===== src/hdl/instr_exec_map.vh =====
`ifndef INSTR_EXEC_MAP_VH
`define INSTR_EXEC_MAP_VH

// ----------------------------------------
// Opcode patterns and masks
// ----------------------------------------
`define OP_COPY_FILE_MASK   12'hFC0
`define OP_COPY_FILE_PAT    12'h200
`define OP_LOAD_LIT_MASK    12'hF00
`define OP_LOAD_LIT_PAT     12'hC00
`define OP_STORE_MASK       12'hFE0
`define OP_STORE_PAT        12'h020
`define OP_NOP_WORD         12'h000
`define OP_LOAD_SETUP_WORD  12'h002

// ----------------------------------------
// Field positions
// ----------------------------------------
`define FLD_FILE_HI         4
`define FLD_FILE_LO         0
`define FLD_DEST_BIT        5
`define FLD_LIT_HI          7
`define FLD_LIT_LO          0

// ----------------------------------------
// Sizes and reset values
// ----------------------------------------
`define FILE_COUNT          32
`define ACC_RESET           8'h00
`define SETUP_RESET         8'hFF
`define ZERO_BYTE           8'h00
`define FLAG_RESET          1'b0
`define ADDR_RESET          5'h00

`endif


===== src/hdl/move_and_config_instr_exec.v =====
// Overview of operation
// (RQ1) A copy_file_entry word 0010_00df_ffff reads file register f (0..31) to its destination.
// (RQ2) With d clear the copied value goes into the accumulator.
// (RQ3) With d set the value is written back to file f and the accumulator is unchanged.
// (RQ4) copy_file_entry sets the zero flag from the moved value for either destination.
// (RQ5) Word 0000_0000_0010 copies the accumulator into the setup register in one cycle.
// (RQ6) load_literal_acc, store_acc_to_file and the all-zero no-op each take one cycle, no flags.
`timescale 1ns/1ps
`include "instr_exec_map.vh"

module move_and_config_instr_exec (
    // Clock, reset, enable
    input  wire        clk,
    input  wire        reset,
    input  wire        clk_en,
    // Instruction from program memory
    input  wire [11:0] instr,
    input  wire        instr_valid,
    // Architectural state
    output reg  [7:0]  acc,
    output reg  [7:0]  setup_reg,
    output reg         zero_flag,
    // Last file write, for observation
    output reg         file_we,
    output reg  [4:0]  file_addr,
    output reg  [7:0]  file_wdata
);

// ----------------------------------------
// Operation classes
// ----------------------------------------
// One class per executed word; idle covers invalid and unknown words
localparam [2:0] OPC_IDLE  = 3'b000;
localparam [2:0] OPC_COPY  = 3'b001;
localparam [2:0] OPC_LIT   = 3'b010;
localparam [2:0] OPC_STORE = 3'b011;
localparam [2:0] OPC_SETUP = 3'b100;
localparam [2:0] OPC_NOP   = 3'b101;

// ----------------------------------------
// Field extraction
// ----------------------------------------
wire [4:0] f_sel;
wire       dest;
wire [7:0] literal;

assign f_sel   = instr[`FLD_FILE_HI:`FLD_FILE_LO];
assign dest    = instr[`FLD_DEST_BIT];
assign literal = instr[`FLD_LIT_HI:`FLD_LIT_LO];

// ----------------------------------------
// Pattern match
// ----------------------------------------
wire match_copy;
wire match_lit;
wire match_store;
wire match_setup;
wire match_nop;

assign match_copy  = ((instr & `OP_COPY_FILE_MASK) == `OP_COPY_FILE_PAT); // [RQ1]
assign match_lit   = ((instr & `OP_LOAD_LIT_MASK) == `OP_LOAD_LIT_PAT);   // [RQ6]
assign match_store = ((instr & `OP_STORE_MASK) == `OP_STORE_PAT);        // [RQ6]
assign match_setup = (instr == `OP_LOAD_SETUP_WORD);                     // [RQ5]
assign match_nop   = (instr == `OP_NOP_WORD);                            // [RQ6]

// ----------------------------------------
// Class select
// ----------------------------------------
// The patterns never overlap, so the order below is for reading only
reg [2:0] op_class;

always @* begin
    op_class = OPC_IDLE;
    if (instr_valid) begin
        if (match_copy) begin
            op_class = OPC_COPY;
        end else if (match_lit) begin
            op_class = OPC_LIT;
        end else if (match_store) begin
            op_class = OPC_STORE;
        end else if (match_setup) begin
            op_class = OPC_SETUP;
        end else if (match_nop) begin
            op_class = OPC_NOP;
        end
    end
end

// ----------------------------------------
// File registers
// ----------------------------------------
// No reset on the array: contents are undefined at power-up, as in the core
reg  [7:0] file_mem [0:`FILE_COUNT-1];
wire [7:0] file_rd;

// Copy reads before the write-back of the same edge lands
assign file_rd = file_mem[f_sel]; // [RQ1]

// ----------------------------------------
// Write-back steering
// ----------------------------------------
wire wb_acc_from_file;
wire wb_acc_from_lit;
wire wb_file_from_file;
wire wb_file_from_acc;
wire wb_setup;
wire wb_flag;

assign wb_acc_from_file  = (op_class == OPC_COPY) && !dest; // [RQ2]
assign wb_file_from_file = (op_class == OPC_COPY) && dest;  // [RQ3]
assign wb_flag           = (op_class == OPC_COPY);          // [RQ4]
assign wb_setup          = (op_class == OPC_SETUP);         // [RQ5]
assign wb_acc_from_lit   = (op_class == OPC_LIT);           // [RQ6]
assign wb_file_from_acc  = (op_class == OPC_STORE);         // [RQ6]

// ----------------------------------------
// Next state
// ----------------------------------------
// Everything holds by default; file_we is a one-cycle pulse
reg [7:0] next_acc;
reg [7:0] next_setup_reg;
reg       next_zero_flag;
reg       next_file_we;
reg [4:0] next_file_addr;
reg [7:0] next_file_wdata;

always @* begin
    next_acc        = acc;
    next_setup_reg  = setup_reg;
    next_zero_flag  = zero_flag;
    next_file_we    = 1'b0;
    next_file_addr  = file_addr;
    next_file_wdata = file_wdata;

    if (wb_acc_from_file) begin
        next_acc = file_rd; // [RQ2]
    end

    if (wb_acc_from_lit) begin
        next_acc = literal; // [RQ6]
    end

    if (wb_flag) begin
        next_zero_flag = (file_rd == `ZERO_BYTE); // [RQ4]
    end

    if (wb_setup) begin
        next_setup_reg = acc; // [RQ5]
    end

    if (wb_file_from_file) begin
        next_file_we    = 1'b1; // [RQ3]
        next_file_addr  = f_sel;
        next_file_wdata = file_rd;
    end

    if (wb_file_from_acc) begin
        next_file_we    = 1'b1; // [RQ6]
        next_file_addr  = f_sel;
        next_file_wdata = acc;
    end
end

// ----------------------------------------
// File write port
// ----------------------------------------
// Copy with d set rewrites the same value; harmless, and keeps one port
always @(posedge clk) begin
    if (clk_en && next_file_we) begin
        file_mem[next_file_addr] <= next_file_wdata; // [RQ3] [RQ6]
    end
end

// ----------------------------------------
// Architectural registers
// ----------------------------------------
// Reset values are a choice; only store and the setup copy depend on one, that of acc, if run before a load
always @(posedge clk or posedge reset) begin
    if (reset) begin
        acc <= `ACC_RESET;
    end else if (clk_en) begin
        acc <= next_acc; // [RQ2] [RQ6]
    end
end

always @(posedge clk or posedge reset) begin
    if (reset) begin
        setup_reg <= `SETUP_RESET;
    end else if (clk_en) begin
        setup_reg <= next_setup_reg; // [RQ5]
    end
end

always @(posedge clk or posedge reset) begin
    if (reset) begin
        zero_flag <= `FLAG_RESET;
    end else if (clk_en) begin
        zero_flag <= next_zero_flag; // [RQ4]
    end
end

// ----------------------------------------
// Write observation registers
// ----------------------------------------
// Held while clk_en is low, so a pulse is never lost during a freeze
always @(posedge clk or posedge reset) begin
    if (reset) begin
        file_we <= `FLAG_RESET;
    end else if (clk_en) begin
        file_we <= next_file_we;
    end
end

always @(posedge clk or posedge reset) begin
    if (reset) begin
        file_addr <= `ADDR_RESET;
    end else if (clk_en) begin
        file_addr <= next_file_addr;
    end
end

always @(posedge clk or posedge reset) begin
    if (reset) begin
        file_wdata <= `ZERO_BYTE;
    end else if (clk_en) begin
        file_wdata <= next_file_wdata;
    end
end

endmodule

===== config.mk =====
export PLATFORM = sky130hd
export DESIGN_NAME = move_and_config_instr_exec
export DESIGN_NICKNAME = d
export VERILOG_FILES = /design/src/hdl/move_and_config_instr_exec.v
export VERILOG_INCLUDE_DIRS = /design/src /design/src/hdl
export SDC_FILE = /design/constraint.sdc
export NUM_CORES = 1
export LEC_CHECK = 0
export BUFFER_PORTS_ARGS = -buffer_cell sky130_fd_sc_hd__buf_2
export CORE_ASPECT_RATIO = 1.2
export CORE_MARGIN = 2
export CORE_UTILIZATION = 61
export DETAILED_ROUTE_END_ITERATION = 10
export HOLD_SLACK_MARGIN = 0.08
export PLACE_DENSITY = 0.91
export SYNTH_ARGS = -nofsm -noshare
export SYNTH_HDL_FRONTEND = slang
export SYNTH_SLANG_ARGS = --single-unit

===== constraint.sdc =====
create_clock -name clk -period 3.37 [get_ports clk]
set_clock_uncertainty 0.2 [all_clocks]
set_input_delay 0.8425 -clock clk [delete_from_list [all_inputs] [get_ports clk]]
set_output_delay 0.8425 -clock clk [all_outputs]
set_load 0.02 [all_outputs]

Word-level counts from Yosys, hierarchy flattened --
Memories as Yosys holds them, arrays and structs flattened. Index checks and enable logic that the tools add are counted.
Storage, ports and cells: register bits 31, memory bits (writable) 256, bits of input ports 16, word-level logic and storage cells 41, memories 1
Cells by class: equal/unequal tests 8, multiplexer cells 16, reductions and logical operators 10
Memories:
- file_mem | words 32, width 8, read ports 1, clocked after memory_dff 0, wr ports 1, RTL line move_and_config_instr_exec.v:93 | reg [7:0] file_mem [0:`FILE_COUNT-1];
Operator list (number):
- $mux W8 | 4
- $mux W3 | 6
- $eq A12 B2 Y1 const B | 1
- $logic_not A12 Y1 | 1
- $mux W5 | 2
- $logic_not A8 Y1 | 1
- $eq A7 B1 Y1 const B | 1
- $eq A3 B2 Y1 const B | 2
- $eq A6 B4 Y1 const B | 1
- $reduce_and A2 Y1 | 3
- $eq A4 B4 Y1 const B | 1
- $mux W1 | 4
- $eq A3 B1 Y1 const B | 1
- $eq A3 B3 Y1 const B | 1
- $logic_and A1 B1 Y1 | 3
- $reduce_bool A2 Y1 | 1
- $logic_not A1 Y1 | 1

Longest topological paths before layout --
depth after elaboration 14, gate-level depth with buffers 10, mapped depth without buffers 6

Worst setup path after synthesis --
No wires, ideal clock.
kind input-to-reg, from input port instr[3], to memory file_mem[0][1] (data pin), arrival 3.160 ns, slack -0.341 ns, stages 9, path buffers 3, cells stage by stage clkbuf_1 or3b_2 clkbuf_1 buf_2 o221ai_1 a21oi_1 a22oi_1 a21oi_1 nor2_1
Between the ends: cells in the longest elaborated chain, start to end 11, elaborated cells between the ends (all ways) 14, classes of those cells 3 x eq/ne; 8 x mux; 2 x reduce/logical; 1 x memory
Ends and longest elaborated chain:
- from (decl) | RTL line move_and_config_instr_exec.v:17 | input wire [11:0] instr,
- $logic_not A12 Y1 (no line)
- $mux W3 | RTL line move_and_config_instr_exec.v:83 | end else if (match_nop) begin
- $mux W3 | RTL line move_and_config_instr_exec.v:81 | end else if (match_setup) begin
- $mux W3 | RTL line move_and_config_instr_exec.v:79 | end else if (match_store) begin
- $mux W3 | RTL line move_and_config_instr_exec.v:77 | end else if (match_lit) begin
- $mux W3 | RTL line move_and_config_instr_exec.v:75 | if (match_copy) begin
- $mux W3 | RTL line move_and_config_instr_exec.v:74 | if (instr_valid) begin
- $eq A3 B1 Y1 | RTL line move_and_config_instr_exec.v:110 | assign wb_file_from_file = (op_class == OPC_COPY) && dest;
- $logic_and A1 B1 Y1 | RTL line move_and_config_instr_exec.v:110
- $mux W8 | RTL line move_and_config_instr_exec.v:151 | if (wb_file_from_file) begin
- $mux W8 * | RTL line move_and_config_instr_exec.v:157 | if (wb_file_from_acc) begin
- via next_file_wdata[1] | RTL line move_and_config_instr_exec.v:125 | reg [7:0] next_file_wdata;
- to (decl) | RTL line move_and_config_instr_exec.v:93
The timed path passes the listed nets; every way through them passes the cells marked *.

Worst setup path after layout --
from input port instr[0], to memory file_mem[0][7] (enable)
Between the ends: cells in the longest elaborated chain, start to end 14, elaborated cells between the ends (all ways) 18, classes of those cells 3 x eq/ne; 12 x mux; 3 x reduce/logical
Ends and longest elaborated chain:
- $logic_not A12 Y1 (no line)
- $mux W3 | RTL line move_and_config_instr_exec.v:83
- $mux W3 | RTL line move_and_config_instr_exec.v:81
- $mux W3 | RTL line move_and_config_instr_exec.v:79
- $mux W3 | RTL line move_and_config_instr_exec.v:77
- $mux W3 | RTL line move_and_config_instr_exec.v:75
- $mux W3 | RTL line move_and_config_instr_exec.v:74
- $eq A3 B1 Y1 | RTL line move_and_config_instr_exec.v:110
- $logic_and A1 B1 Y1 | RTL line move_and_config_instr_exec.v:110
- $mux W1 | RTL line move_and_config_instr_exec.v:151
- $mux W1 | RTL line move_and_config_instr_exec.v:157
- $logic_and A1 B1 Y1 | RTL line move_and_config_instr_exec.v:169 | if (clk_en && next_file_we) begin
- $mux W1 | RTL line move_and_config_instr_exec.v:169
- $mux W1 (not written as such) | RTL line move_and_config_instr_exec.v:170 | file_mem[next_file_addr] <= next_file_wdata;
Several ways; a longest one is shown, not always the timed one.

==> metrics.txt <==
die width 130 um; critical path class input port to flop; Most used DFF post-synth edfxtp_1; TritonCTS Buffers 25; IO buf count 46; top cell type by total area after synthesis edfxtp_1; most frequent cells in the layout 256 x edfxtp_1, 102 x buf_4, 48 x mux4_2; Biggest register file_mem; post-synthesis xor/xnor area fraction 0; Yosys top cell area share 0.658; clock slew at reported path FFs 0.07 ns; Area growth syn-to-layout 19.0%; largest net degree at the start of global routing 33; YS warnings 0; first drt pass iteration count 8; Syn Nets 680; Synth Area in Compound Gates 0.0509; nature of the critical path startpoint input port; CTS tree done; drt wl/cell 28.4 um; number of synthesized register bits 287; Final period util 1.01; Root Driver clkbuf_16; hpwl dp 19100 um; vias after detailed routing 7425; Post-Synth Adder-Cell Area 0; final hold violations 0; ant diodes 0; die area 20300 um2; non-filler cells in the finished layout 1087; relative slew slack 0.314; WHS Path Cells 1; RePlAce Congestion 0.980; Power Density 578 nW/um2; failing checks setup timing; nets 830; die outline height 156 um; crit path time final 3.39 ns; Post-Synth Simple-Gate Area 0.0538; Least-Margin Pin Slew 1.03 ns; sequential share of the synthesized area 0.725; number of cell rows 55; Via-to-Cell Ratio 6.83; share of cells above drive strength 1 0.357; Area contributors post-synth edfxtp_1 66%, mux4_2 9.3%, dfrtp_1 4.9%; Post-synth EDFFs 256; Final setup viols 8; max reg flops 256; CP endpoint kind flop; total power 8.03 mW; fraction of registers with async set/reset 0.108; Worst Reg-to-Reg Cells 7; mux share of post-synthesis cell area 0.149; core area 18800 um2; Max Cap Viol 0; total grt overflow 0; largest family of logic cells by synthesized area multiplexers; CTS H-tree lvls 1; clk sinks 287; Worst-Skew Late Latency 0.53 ns; syn avg cell area 17.6 um2; final setup TNS -0.105 ns; total wire length 30900 um; DRC errors left 0; count of cell types in the netlist 47; final setup margin -0.0174 ns; commonest non-fill, non-tap cell in the layout edfxtp_1; initial detailed-routing violation count 1062; Gate Count Post-Synth 664; global-route wire length before repair 46400 um; Placed Cells 1043; Mapped Area 11700 um2; antenna violations before repair 0; P_leak 5.06 nW; CP arrival 3.35 ns; # IOs 47; vias in the first global route 7666; Req. time, crit path 3.33 ns; Peak VDD IR 0.446 mV; CTS Buffer Depth 3; f_max 0.295 GHz; status complete, but fails checks; Crit Path Max Fanout 14; Post-DRT Antenna Nets 0; max-slew violation count 0; gr usage total 0.315; Min-Delay Path Class flop to flop; Starting Density 0.622
[routing by layer]
layer / vias to the layer above / track usage / wire length [um]
met5: - / 0 / 0
met4: 0 / 0.149 / 2220
met3: 236 / 0.0648 / 3270
met2: 654 / 0.517 / 14900
met1: 3594 / 0.409 / 10500
li1: 2941 / - / -
[metrics by stage]
step                      utilization  area, um2  hold slack, ns  setup slack, ns
after global routing            0.740      13900           0.357          -0.0646
final                           0.740      13900           0.329          -0.0174
after global placement          0.695      13100           0.270           -0.451
after CTS                       0.739      13900           0.317           0.0496
after floorplan                     -      11700           0.382          -0.0891
after detailed placement        0.695      13100           0.274           -0.432
[critical path: stages]
cell     delay, ns
buf_4         0.20
nor4_4        0.39
a31oi_1       0.21
o31ai_1       0.35
buf_4         0.23
mux2i_1       0.33
nand2_1       0.22
nor2_1        0.57
[area by class of cell]
cell class	count	area, um2
sequential	287	8470
fill	948	4880
multi-input combinational	333	3030
timing repair buffer	159	1230
clock buffer	32	662
tap	256	320
clock inverter	12	155
inverter	8	30.0
[timing repair]
action / CTS / global route
buffers inserted: 0 / 0
resized for setup: 3 / 6
hold buffers: 0 / 0
endpoints found under the setup margin: 167 / 128
[Yosys cell counts (3+ instances only)]
| master | count |
|---|---|
| edfxtp_1 | 256 |
| o22ai_1 | 5 |
| a21oi_1 | 12 |
| a22oi_1 | 11 |
| a22o_1 | 6 |
| o221ai_1 | 8 |
| buf_4 | 5 |
| a211oi_2 | 3 |
| nand4_1 | 6 |
| nor2_1 | 59 |
| nand2b_1 | 5 |
| o2bb2ai_1 | 5 |
| nand2_1 | 43 |
| mux2_2 | 26 |
| nand3_1 | 4 |
| mux2i_1 | 37 |
| nor4_1 | 3 |
| inv_1 | 8 |
| buf_2 | 8 |
| dfrtp_1 | 23 |
| mux4_2 | 48 |
| buf_6 | 4 |
| dfstp_2 | 8 |
| a31oi_1 | 3 |
| nor2b_1 | 4 |
| clkbuf_1 | 16 |
| o21ai_0 | 18 |
| and2_1 | 5 |
| a211o_1 | 3 |
[logic make-up (layout without fill, tap and decap cells)]
family,count (synthesis),after routing
buf+inv,44,211
compound gates,83,83
flops,287,287
simple gates,139,139
mux,111,111
[worst paths after layout]
check | start | end | slack [ns]
min in group asynchronous | reset | file_wdata[6] | 0.34
max in group asynchronous | reset | setup_reg[4] | 1.88
setup / recovery | instr[0] | file_mem[0][7] | -0.02
hold / removal | file_wdata[3] | file_wdata[3] | 0.33
setup reg to reg | file_mem[10][2] | zero_flag | 0.40
hold reg to reg | file_wdata[3] | file_wdata[3] | 0.33
[power by group]
group	switching [mW]	leakage [nW]	total, mW	internal, mW
Combinational	0.622	1.91	0.970	0.349
Clock	1.22	0.401	2.91	1.69
Sequential	0.0669	2.75	4.15	4.09
Total	1.91	5.06	8.03	6.12
Note: power is estimated with default switching activity, not from simulation.
